File: src/include/ept_consts.svh
// Register offsets, field positions, reset values and timing counts
`ifndef EPT_CONSTS_SVH
`define EPT_CONSTS_SVH

// ==========================================================
// Register offsets
`define EPT_ADDR_CONTROL 4'h0
`define EPT_ADDR_COUNT 4'h1
`define EPT_ADDR_PERIOD 4'h2
`define EPT_ADDR_IRQ_FLAGS 4'h3
`define EPT_ADDR_IRQ_ENABLES 4'h4
`define EPT_ADDR_IRQ_CLEAR 4'h5

// ==========================================================
// Field positions
`define EPT_CTRL_PRE_LSB 0
`define EPT_CTRL_RUN_BIT 2
`define EPT_CTRL_POST_LSB 3
`define EPT_IRQ_MATCH_BIT 1

// ==========================================================
// Reset values and divider figures
`define EPT_CONTROL_RESET 8'h00
`define EPT_COUNT_RESET 8'h00
`define EPT_PERIOD_RESET 8'hFF
`define EPT_CTRL_WMASK 8'h7F
`define EPT_INSTR_DIV 2'h3
`define EPT_PRE_DIV4_LAST 4'h3
`define EPT_PRE_DIV16_LAST 4'hF

`endif

File: src/include/ept_pkg.sv
// Types shared by the eight-bit period timer
package ept_pkg;

  // ========================================================
  // Register bus request
  typedef struct packed {
    logic [3:0] addr;
    logic [7:0] wdata;
    logic wr;
    logic rd;
  } ept_bus_req_t;

  // ========================================================
  // Timer event outputs
  typedef struct packed {
    logic match;
    logic restart;
    logic shift_clk;
  } ept_events_t;

  // ========================================================
  // Prescale select codes
  typedef enum logic [1:0] {
    EPT_PRE_DIV1 = 2'b00,
    EPT_PRE_DIV4 = 2'b01,
    EPT_PRE_DIV16A = 2'b10,
    EPT_PRE_DIV16B = 2'b11
  } ept_prescale_t;

endpackage : ept_pkg

File: src/hw/ept_timer.sv
// Eight-bit period timer with prescaler, postscaler and interrupt
`include "ept_consts.svh"

module ept_timer #(
  parameter int COUNT_W = 8,
  parameter int PRE_W = 4,
  parameter int POST_W = 4
) (
  input wire logic I_CLK,
  input wire logic I_NRST,
  input wire logic [3:0] I_ADDR,
  input wire logic [7:0] I_WDATA,
  input wire logic I_WR,
  input wire logic I_RD,
  output logic [7:0] O_RDATA,
  output logic O_IRQ,
  output ept_pkg::ept_events_t O_EVENTS
);
  import ept_pkg::*;

  // ========================================================
  // Elaboration checks
  // The logic is written for the documented widths only
  if (COUNT_W != 8) begin : g_count_w
    $error("count width must be 8");
  end
  if (PRE_W != 4) begin : g_pre_w
    $error("prescale width must be 4");
  end
  if (POST_W != 4) begin : g_post_w
    $error("postscale width must be 4");
  end

  // ========================================================
  // Bus decode
  ept_bus_req_t req;
  assign req = '{addr: I_ADDR, wdata: I_WDATA, wr: I_WR, rd: I_RD};

  // Write strobe qualified by one register address
  function automatic logic wr_hit(input ept_bus_req_t r,
                                  input logic [3:0] a);
    wr_hit = r.wr && (r.addr == a);
  endfunction : wr_hit

  wire logic wr_ctrl = wr_hit(req, `EPT_ADDR_CONTROL);
  wire logic wr_count = wr_hit(req, `EPT_ADDR_COUNT);
  wire logic wr_period = wr_hit(req, `EPT_ADDR_PERIOD);
  wire logic wr_en = wr_hit(req, `EPT_ADDR_IRQ_ENABLES);
  wire logic wr_clr = wr_hit(req, `EPT_ADDR_IRQ_CLEAR);

  // ========================================================
  // Registers
  logic [7:0] control_reg;
  logic [7:0] count_reg;
  logic [7:0] count_next;
  logic [7:0] period_reg;
  logic [7:0] flags_reg;
  logic [7:0] enables_reg;
  logic [1:0] instr_div_reg;
  logic [3:0] pre_cnt_reg;
  logic [3:0] pre_cnt_next;
  logic [3:0] post_cnt_reg;
  logic [3:0] post_cnt_next;
  logic restart_pend_reg;
  logic [7:0] rdata_reg;
  logic irq_reg;
  logic match_reg;
  logic restart_reg;
  logic shift_reg;

  // ========================================================
  // Field views
  wire ept_prescale_t pre_sel =
    ept_prescale_t'(control_reg[`EPT_CTRL_PRE_LSB +: 2]);
  wire logic [3:0] post_sel = control_reg[`EPT_CTRL_POST_LSB +: 4];
  wire logic run = control_reg[`EPT_CTRL_RUN_BIT];

  // Prescale terminal count by select code
  function automatic logic [3:0] pre_last(input ept_prescale_t sel);
    case (sel)
      EPT_PRE_DIV1: pre_last = 4'h0;
      EPT_PRE_DIV4: pre_last = `EPT_PRE_DIV4_LAST;
      default: pre_last = `EPT_PRE_DIV16_LAST;
    endcase
  endfunction : pre_last

  // ========================================================
  // Tick chain
  // Instruction tick: free-running divide by four of the system clock
  wire logic instr_tick = (instr_div_reg == `EPT_INSTR_DIV);
  wire logic pre_wrap = (pre_cnt_reg >= pre_last(pre_sel));
  wire logic timer_tick = run && instr_tick && pre_wrap;
  wire logic scaler_clr = wr_count || wr_ctrl;

  // Compared every cycle, so a period write hits immediately
  wire logic match = (count_reg == period_reg);
  wire logic match_tick = timer_tick && match;
  wire logic post_hit = match_tick && (post_cnt_reg == post_sel);

  always_comb begin
    pre_cnt_next = pre_cnt_reg;
    if (scaler_clr) begin
      pre_cnt_next = 4'h0;
    end else if (run && instr_tick) begin
      pre_cnt_next = pre_wrap ? 4'h0 : pre_cnt_reg + 4'h1;
    end
  end

  always_comb begin
    post_cnt_next = post_cnt_reg;
    if (scaler_clr) begin
      post_cnt_next = 4'h0;
    end else if (post_hit) begin
      post_cnt_next = 4'h0;
    end else if (match_tick) begin
      post_cnt_next = post_cnt_reg + 4'h1;
    end
  end

  // Software count write wins over the hardware step
  always_comb begin
    count_next = count_reg;
    if (wr_count) begin
      count_next = req.wdata;
    end else if (match_tick) begin
      count_next = 8'h00;
    end else if (timer_tick) begin
      count_next = count_reg + 8'h01;
    end
  end

  // Flag set wins over a clear in the same cycle
  wire logic [7:0] flag_set = {6'h00, post_hit, 1'b0};
  wire logic [7:0] flag_clr = wr_clr ? req.wdata : 8'h00;
  wire logic [7:0] flags_next = (flags_reg & ~flag_clr) | flag_set;
  wire logic irq_next = |(flags_next & enables_reg);

  // ========================================================
  // Read mux
  logic [7:0] rd_mux;
  always_comb begin
    case (req.addr)
      `EPT_ADDR_CONTROL: rd_mux = control_reg;
      `EPT_ADDR_COUNT: rd_mux = count_reg;
      `EPT_ADDR_PERIOD: rd_mux = period_reg;
      `EPT_ADDR_IRQ_FLAGS: rd_mux = flags_reg;
      `EPT_ADDR_IRQ_ENABLES: rd_mux = enables_reg;
      default: rd_mux = 8'h00;
    endcase
  end

  // ========================================================
  // Control and counting state
  // Free-running, so register writes never shift the tick phase
  always_ff @(posedge I_CLK or negedge I_NRST) begin
    if (!I_NRST) begin
      instr_div_reg <= 2'h0;
    end else begin
      instr_div_reg <= instr_div_reg + 2'h1;
    end
  end

  always_ff @(posedge I_CLK or negedge I_NRST) begin
    if (!I_NRST) begin
      control_reg <= `EPT_CONTROL_RESET;
    end else begin
      if (wr_ctrl) begin
        control_reg <= req.wdata & `EPT_CTRL_WMASK;
      end
    end
  end

  always_ff @(posedge I_CLK or negedge I_NRST) begin
    if (!I_NRST) begin
      period_reg <= `EPT_PERIOD_RESET;
    end else begin
      if (wr_period) begin
        period_reg <= req.wdata;
      end
    end
  end

  always_ff @(posedge I_CLK or negedge I_NRST) begin
    if (!I_NRST) begin
      count_reg <= `EPT_COUNT_RESET;
    end else begin
      count_reg <= count_next;
    end
  end

  // Stopped timer keeps its prescale count; only writes clear it
  always_ff @(posedge I_CLK or negedge I_NRST) begin
    if (!I_NRST) begin
      pre_cnt_reg <= 4'h0;
    end else begin
      pre_cnt_reg <= pre_cnt_next;
    end
  end

  always_ff @(posedge I_CLK or negedge I_NRST) begin
    if (!I_NRST) begin
      post_cnt_reg <= 4'h0;
    end else begin
      post_cnt_reg <= post_cnt_next;
    end
  end

  // ========================================================
  // Interrupt and read data
  // Set wins over clear, so no match is lost to a late clear
  always_ff @(posedge I_CLK or negedge I_NRST) begin
    if (!I_NRST) begin
      flags_reg <= 8'h00;
    end else begin
      flags_reg <= flags_next;
    end
  end

  always_ff @(posedge I_CLK or negedge I_NRST) begin
    if (!I_NRST) begin
      enables_reg <= 8'h00;
    end else begin
      if (wr_en) begin
        enables_reg <= req.wdata;
      end
    end
  end

  always_ff @(posedge I_CLK or negedge I_NRST) begin
    if (!I_NRST) begin
      irq_reg <= 1'b0;
    end else begin
      irq_reg <= irq_next;
    end
  end

  // Read data stands one cycle only, zero otherwise
  always_ff @(posedge I_CLK or negedge I_NRST) begin
    if (!I_NRST) begin
      rdata_reg <= 8'h00;
    end else begin
      rdata_reg <= req.rd ? rd_mux : 8'h00;
    end
  end

  // ========================================================
  // Event outputs
  always_ff @(posedge I_CLK or negedge I_NRST) begin
    if (!I_NRST) begin
      match_reg <= 1'b0;
    end else begin
      match_reg <= (count_next == period_reg);
    end
  end

  // Restart pulse held high across one full instruction cycle
  always_ff @(posedge I_CLK or negedge I_NRST) begin
    if (!I_NRST) begin
      restart_pend_reg <= 1'b0;
    end else if (match_tick) begin
      restart_pend_reg <= 1'b1;
    end else if (instr_tick) begin
      restart_pend_reg <= 1'b0;
    end
  end

  always_ff @(posedge I_CLK or negedge I_NRST) begin
    if (!I_NRST) begin
      restart_reg <= 1'b0;
    end else begin
      restart_reg <= restart_pend_reg;
    end
  end

  // Toggles once per restart, giving half the match rate
  always_ff @(posedge I_CLK or negedge I_NRST) begin
    if (!I_NRST) begin
      shift_reg <= 1'b0;
    end else begin
      if (match_tick) begin
        shift_reg <= ~shift_reg;
      end
    end
  end

  assign O_RDATA = rdata_reg;
  assign O_IRQ = irq_reg;
  assign O_EVENTS = '{match: match_reg, restart: restart_reg,
                      shift_clk: shift_reg};

endmodule : ept_timer

File: config.mk
export PLATFORM = sky130hd
export DESIGN_NAME = ept_timer
export DESIGN_NICKNAME = d
export VERILOG_FILES = /design/src/include/ept_pkg.sv /design/src/hw/ept_timer.sv
export VERILOG_INCLUDE_DIRS = /design/src /design/src/include
export SDC_FILE = /design/constraint.sdc
export NUM_CORES = 1
export LEC_CHECK = 0
export BUFFER_PORTS_ARGS = -buffer_cell sky130_fd_sc_hd__clkbuf_2
export CORE_MARGIN = 2
export CORE_UTILIZATION = 65
export CTS_CLUSTER_DIAMETER = 60
export DETAILED_ROUTE_END_ITERATION = 7
export PLACE_DENSITY = 0.94
export SLEW_MARGIN = 5
export SYNTH_ARGS = -nofsm -noshare
export SYNTH_HDL_FRONTEND = slang
export SYNTH_SLANG_ARGS = --single-unit
File: constraint.sdc
create_clock -name I_CLK -period 3.85 [get_ports I_CLK]
set_input_delay 0.77 -clock I_CLK [delete_from_list [all_inputs] [get_ports I_CLK]]
set_output_delay 0.77 -clock I_CLK [all_outputs]
set_load 0.005 [all_outputs]
After elaboration in Yosys (flattened, before gate mapping). Index checks and enable logic that the tools add are counted.

$lt $le $gt $ge: 1. Add/subtract/negate cells: 4. Reduce and logical (&&, ||, !) cells: 16. Bitwise logic cells: 5. Equal/unequal tests: 10. Muxes and demuxes: 15.

Operator list (count): 8-bit two-way mux (5); 8-bit case mux with 5 select lines (1); 4-bit two-way mux (6); 8-bit AND (2); 8-bit equality test (2); 1-bit logical AND (9); 4-bit by 1-bit adder with 4-bit output, second input constant (2); 8-bit by 1-bit adder with 8-bit output, second input constant (1); 4-bit by 2-bit equality test with 1-bit output, second input constant (2); 4-bit by 3-bit equality test with 1-bit output, second input constant (2); 8-bit NOT (1); 8-bit by 2-bit bitwise OR with 8-bit output (1); 4-bit case mux with 2 select lines (1); 8-bit OR reduction (1); 4-bit by 1-bit equality test with 1-bit output, second input constant (1); 4-bit equality test (1); 4-bit greater-or-equal comparator (1); 4-bit logical NOT (1); 2-bit nonzero test (2); 3-bit nonzero test (1); 2-bit by 1-bit adder with 2-bit output, second input constant (1); 2-bit by 1-bit equality test with 1-bit output, second input constant (1); 2-bit equality test, second input constant (1); 2-bit logical NOT (1); other kinds (3) (4).

Register bits: 62. Word-level logic and storage cells: 65. Output and inout bits: 12. Input bits: 16.

Logic depth before layout (Yosys ltp).
Word-level depth: 9. Mapped depth: 10. Depth with buffers taken out: 9.

Worst setup path before layout. No wires, ideal clock.

Path kind: register to register. Start: register control_reg[0]. End: register match_reg. Clock period less this slack: 2624 ps. Stages on the path, launching flop included: 10. Path slack: 1226 ps. Required time: 3770 ps. Setup time: 80 ps. Buffers on the path: 0. Arrival: 2544 ps. Cells stage by stage: dfrtp_1 or2_2 ha_1 nand2b_1 a2111oi_4 or3_1 or3_2 a311oi_1 o2111ai_1 nor3_2.

Word-level cells in the longest chain between the ends: 8. Elaborated cells between the ends (all ways): 10. Those cells by class: 1 x order compare; 2 x eq/ne; 4 x mux; 3 x reduce/logical.

RTL lines: start, declared (RTL line ept_timer.sv:53) `logic [7:0] control_reg;`; start signal, assigned (RTL line ept_timer.sv:165) `` control_reg <= `EPT_CONTROL_RESET; ``; start signal, assigned (RTL line ept_timer.sv:168) `` control_reg <= req.wdata & `EPT_CTRL_WMASK; ``; 2-bit by 1-bit equality test with 1-bit output or 2-bit logical NOT (tied branches) (RTL line ept_timer.sv:80) `case (sel)`; 4-bit case mux with 2 select lines (*) (RTL line ept_timer.sv:80); 4-bit greater-or-equal comparator (*) (RTL line ept_timer.sv:91) `wire logic pre_wrap = (pre_cnt_reg >= pre_last(pre_sel));`; 1-bit logical AND (*) (RTL line ept_timer.sv:92) `wire logic timer_tick = run && instr_tick && pre_wrap;`; 8-bit two-way mux or 1-bit logical AND (tied branches) (RTL line ept_timer.sv:127, ept_timer.sv:97); 8-bit two-way mux (*) (RTL line ept_timer.sv:125) `end else if (match_tick) begin`; 8-bit two-way mux (*) (RTL line ept_timer.sv:123) `if (wr_count) begin`; 8-bit equality test (*) (RTL line ept_timer.sv:252) `match_reg <= (count_next == period_reg);`; end signal, assigned (RTL line ept_timer.sv:252); end, declared (RTL line ept_timer.sv:67) `logic match_reg;`.

Mark *: on every way between the ends. The rest lies on a longest branch, timed or not. A chain may end at the register's enable or synchronous reset.

Final worst setup path.
Start: register control_reg[1]. End: register post_cnt_reg[3].

Word-level cells in the longest chain between the ends: 8. Elaborated cells between the ends (all ways): 10. Those cells by class: 1 x order compare; 1 x eq/ne; 3 x mux; 5 x reduce/logical.

RTL lines: 2-bit by 1-bit equality test with 1-bit output or 2-bit logical NOT (tied branches) (RTL line ept_timer.sv:80); 4-bit case mux with 2 select lines (*) (RTL line ept_timer.sv:80); 4-bit greater-or-equal comparator (*) (RTL line ept_timer.sv:91); 1-bit logical AND (*) (RTL line ept_timer.sv:92); 1-bit logical AND (*) (RTL line ept_timer.sv:97) `wire logic match_tick = timer_tick && match;`; 1-bit logical AND (RTL line ept_timer.sv:98) `wire logic post_hit = match_tick && (post_cnt_reg == post_sel);`; 4-bit two-way mux (RTL line ept_timer.sv:113) `end else if (post_hit) begin`; 4-bit two-way mux (RTL line ept_timer.sv:111) `if (scaler_clr) begin`; end signal, assigned (RTL line ept_timer.sv:204) `post_cnt_reg <= post_cnt_next;`; end, declared (RTL line ept_timer.sv:62) `logic [3:0] post_cnt_reg;`.

Marked as above.

==> results.md <==
* Worst EP arrival at 3.35 ns
* Port Buffers at 27
* Final global-route overflow total at 0
* Yosys reg bits at 62
* WHS at 0.3906 ns
* Number of DRC violations after detailed-routing iteration 0 at 442
* FF-to-FF setup slack at 0.70 ns
* CP startpoint: control_reg[1]
* Die Wd at 78.02 um
* Post-CTS Setup Inserts at 0
* Peak supply drop at 487.5 uV
* Post-CTS Resized at 0
* RePlAce Congestion at 1.052
* Max-cap violation count at 0
* Largest net degree at the start of global routing at 39
* Initial DRT Pass Iterations at 8
* Syn_nets at 392
* Clock skew at 0.01017 ns
* LEAKAGE at 1.655 nW
* Via-to-Cell Ratio at 6.800
* Sinks on Clock Net at 62
* Root Driver: clkbuf_8
* Vias in the first global route at 2934
* R2R Path Start: control_reg[1]
* Path depth of the worst reg2reg path at 9
* Final min period at 3.149 ns
* Top_reg_cell synth: dfrtp_1
* Drt wl/cell at 19.70 um
* Peak Freq at 317.5 MHz
* Final hold vios at 0
* Initial Util at 68.41%
* Placed instance area at 3638 sq um
* Slew @ Worst Pin at 1.121 ns
* Setup CP Type: reg2reg
* Pwr dens at 558.3 nW/um^2
* DRC Markers at 0
* GRT Overall Usage at 31.08%
* EDFF count, synth at 0
* Synth Area per Inst at 9.676 sq um
* Hold Crit Endpoint: restart_reg
* NumNets Final at 410
* Later-pin clock latency in the skew report at 0.35 ns
* Die Area at 6086 sq um
* Setup TNS at 0 ns
* CP Max Fanout at 11
* Min-delay src: restart_pend_reg
* Share of cells above drive strength 1 at 20.46%
* CORE AREA at 5205 sq um
* P&R area growth vs syn at 8.187%
* Setup violators final at 0
* Max-slew headroom at 24.69%
* H-tree depth at 3
* DP HPWL at 6469 um
* Finished Core Util at 74.01%
* Die Ht at 78.02 um
* N_diodes at 0
* Cts bufs inserted at 9
* Routed Antenna Nets at 0
* Max Transition Viols Final at 0
* RSZ-0062 raised after global routing: no
* Worst endpoint required time at 4.05 ns
* Clock Tree Buf Depth at 2
* CP Capture Type: register
* Result of the run: completed
* Pre-CTS WS at 0.7512 ns
* First-pass GRT wire length at 14500 um
* Synthesized instance count at 368
* Reg2reg end: post_cnt_reg[3]
* # rows at 26
* Hold Path Class: reg2reg
* Vias at 3135
* Tcrit/Tclk final at 81.80%
* Reg clk slew, reported paths at 0.06 ns
* Finished Cell Area at 3852 sq um
* WL final at 9084 um
* Syn Std Cell Area at 3561 sq um
* Hold Crit Depth at 0
* Warnings, synthesis at 0
* Io pins at 28
* Final worst slack at 0.7006 ns
* CP startpoint kind: register
* Seq/Total Area, Yosys at 43.85%
* Initial antenna violation count at 0
* Async set or reset register ratio after synthesis at 100.0%
* Cts hold-fix bufs at 0
* TritonCTS clock tree: built
* Count of unique library cells instantiated by Yosys at 63
-- worst max-delay path, cell delays in order, from the launching register on --
cell and delay (ns):
dfrtp_1 0.40, or2_2 0.30, ha_1 0.27, nand2b_1 0.14
a2111oi_4 0.11, nor3_1 0.91, nand2_1 0.45, nor2_1 0.23
xnor2_1 0.13, nor3_1 0.06
-- power breakdown --
group | total [mW] | internal [mW] | switching, mW
clock network | 0.621 | 0.363 | 0.258
logic | 0.566 | 0.263 | 0.302
registers | 0.964 | 0.767 | 0.197
total | 2.15 | 1.39 | 0.758
-- per-stage QoR --
stage / total power [mW] / cells
detailed placement: 1.512 / 445
global placement: 1.469 / 445
floorplan: 1.366 / 368
global route: 2.250 / 461
CTS: 2.135 / 461
finish: 2.151 / 461
-- cells in the final DEF, fill, tap and decap left out, types with 5 or more instances in the layout --
cell type  Yosys  layout
dfrtp_1       54      54
nand2_1       42      42
nor2_1        27      27
clkbuf_2       2      27
o21ai_0       19      19
xnor2_1       16      16
a22oi_1       16      16
a21oi_1       15      15
mux2_2        14      14
inv_1         12      12
nor3_1        11      11
a31oi_1       10      10
nand3_1        9       9
clkbuf_8       4       9
ha_1           8       8
dfstp_2        8       8
a21boi_0       7       7
nand2b_1       5       5
and3_1         5       5
buf_4          6       5
-- how the worst max path moves through the flow --
stage	to	slack (ns)	cells after the start
final	post_cnt_reg[3]	0.70	9
after global routing	post_cnt_reg[3]	0.52	9
after CTS	post_cnt_reg[3]	0.75	9
after detailed placement	post_cnt_reg[3]	0.75	9
after global placement	post_cnt_reg[3]	0.97	9
after floorplan	match_reg	1.23	9
-- layer usage --
metal	vias to the layer above	part of all wire, %	track usage (%)	routed length, um
li1	1394	-	-	-
met1	1466	39	41.53	3527
met2	240	47	48.28	4226
met3	35	11	7.126	970
met4	0	4.0	14.91	359
met5	-	0	0	0
-- kinds of logic after synthesis --
kind of cell / share of synthesized area [%]
AND/OR/NAND/NOR: 17.81
AO/OA/AOI/OAI: 20.52
flip-flops: 43.85
buffers and inverters: 6.394
XOR/XNOR: 4.181
multiplexers: 4.427
adder cells (fa/ha/maj): 2.811
-- Yosys cell counts, types with 8 or more instances --
cell type,instances,area share (%)
a21oi_1,15,2.1
a22oi_1,16,3.4
a31oi_1,10,1.8
clkbuf_1,9,0.95
dfrtp_1,54,38
dfstp_2,8,5.9
ha_1,8,2.8
inv_1,12,1.3
mux2_2,14,4.4
nand2_1,42,4.4
nand3_1,9,1.3
nor2_1,27,2.8
nor3_1,11,1.5
o21ai_0,19,2.7
xnor2_1,16,3.9
-- area by class of cell --
type	count	area (sq um)
clock buffer	10	127.6
clock inverter	6	86.33
timing repair buffer	32	172.7
tap	70	87.58
multi-input combinational	269	1772
fill	364	1353
sequential	62	1562
inverter	12	45.04
(Power assumes the default switching activity.)
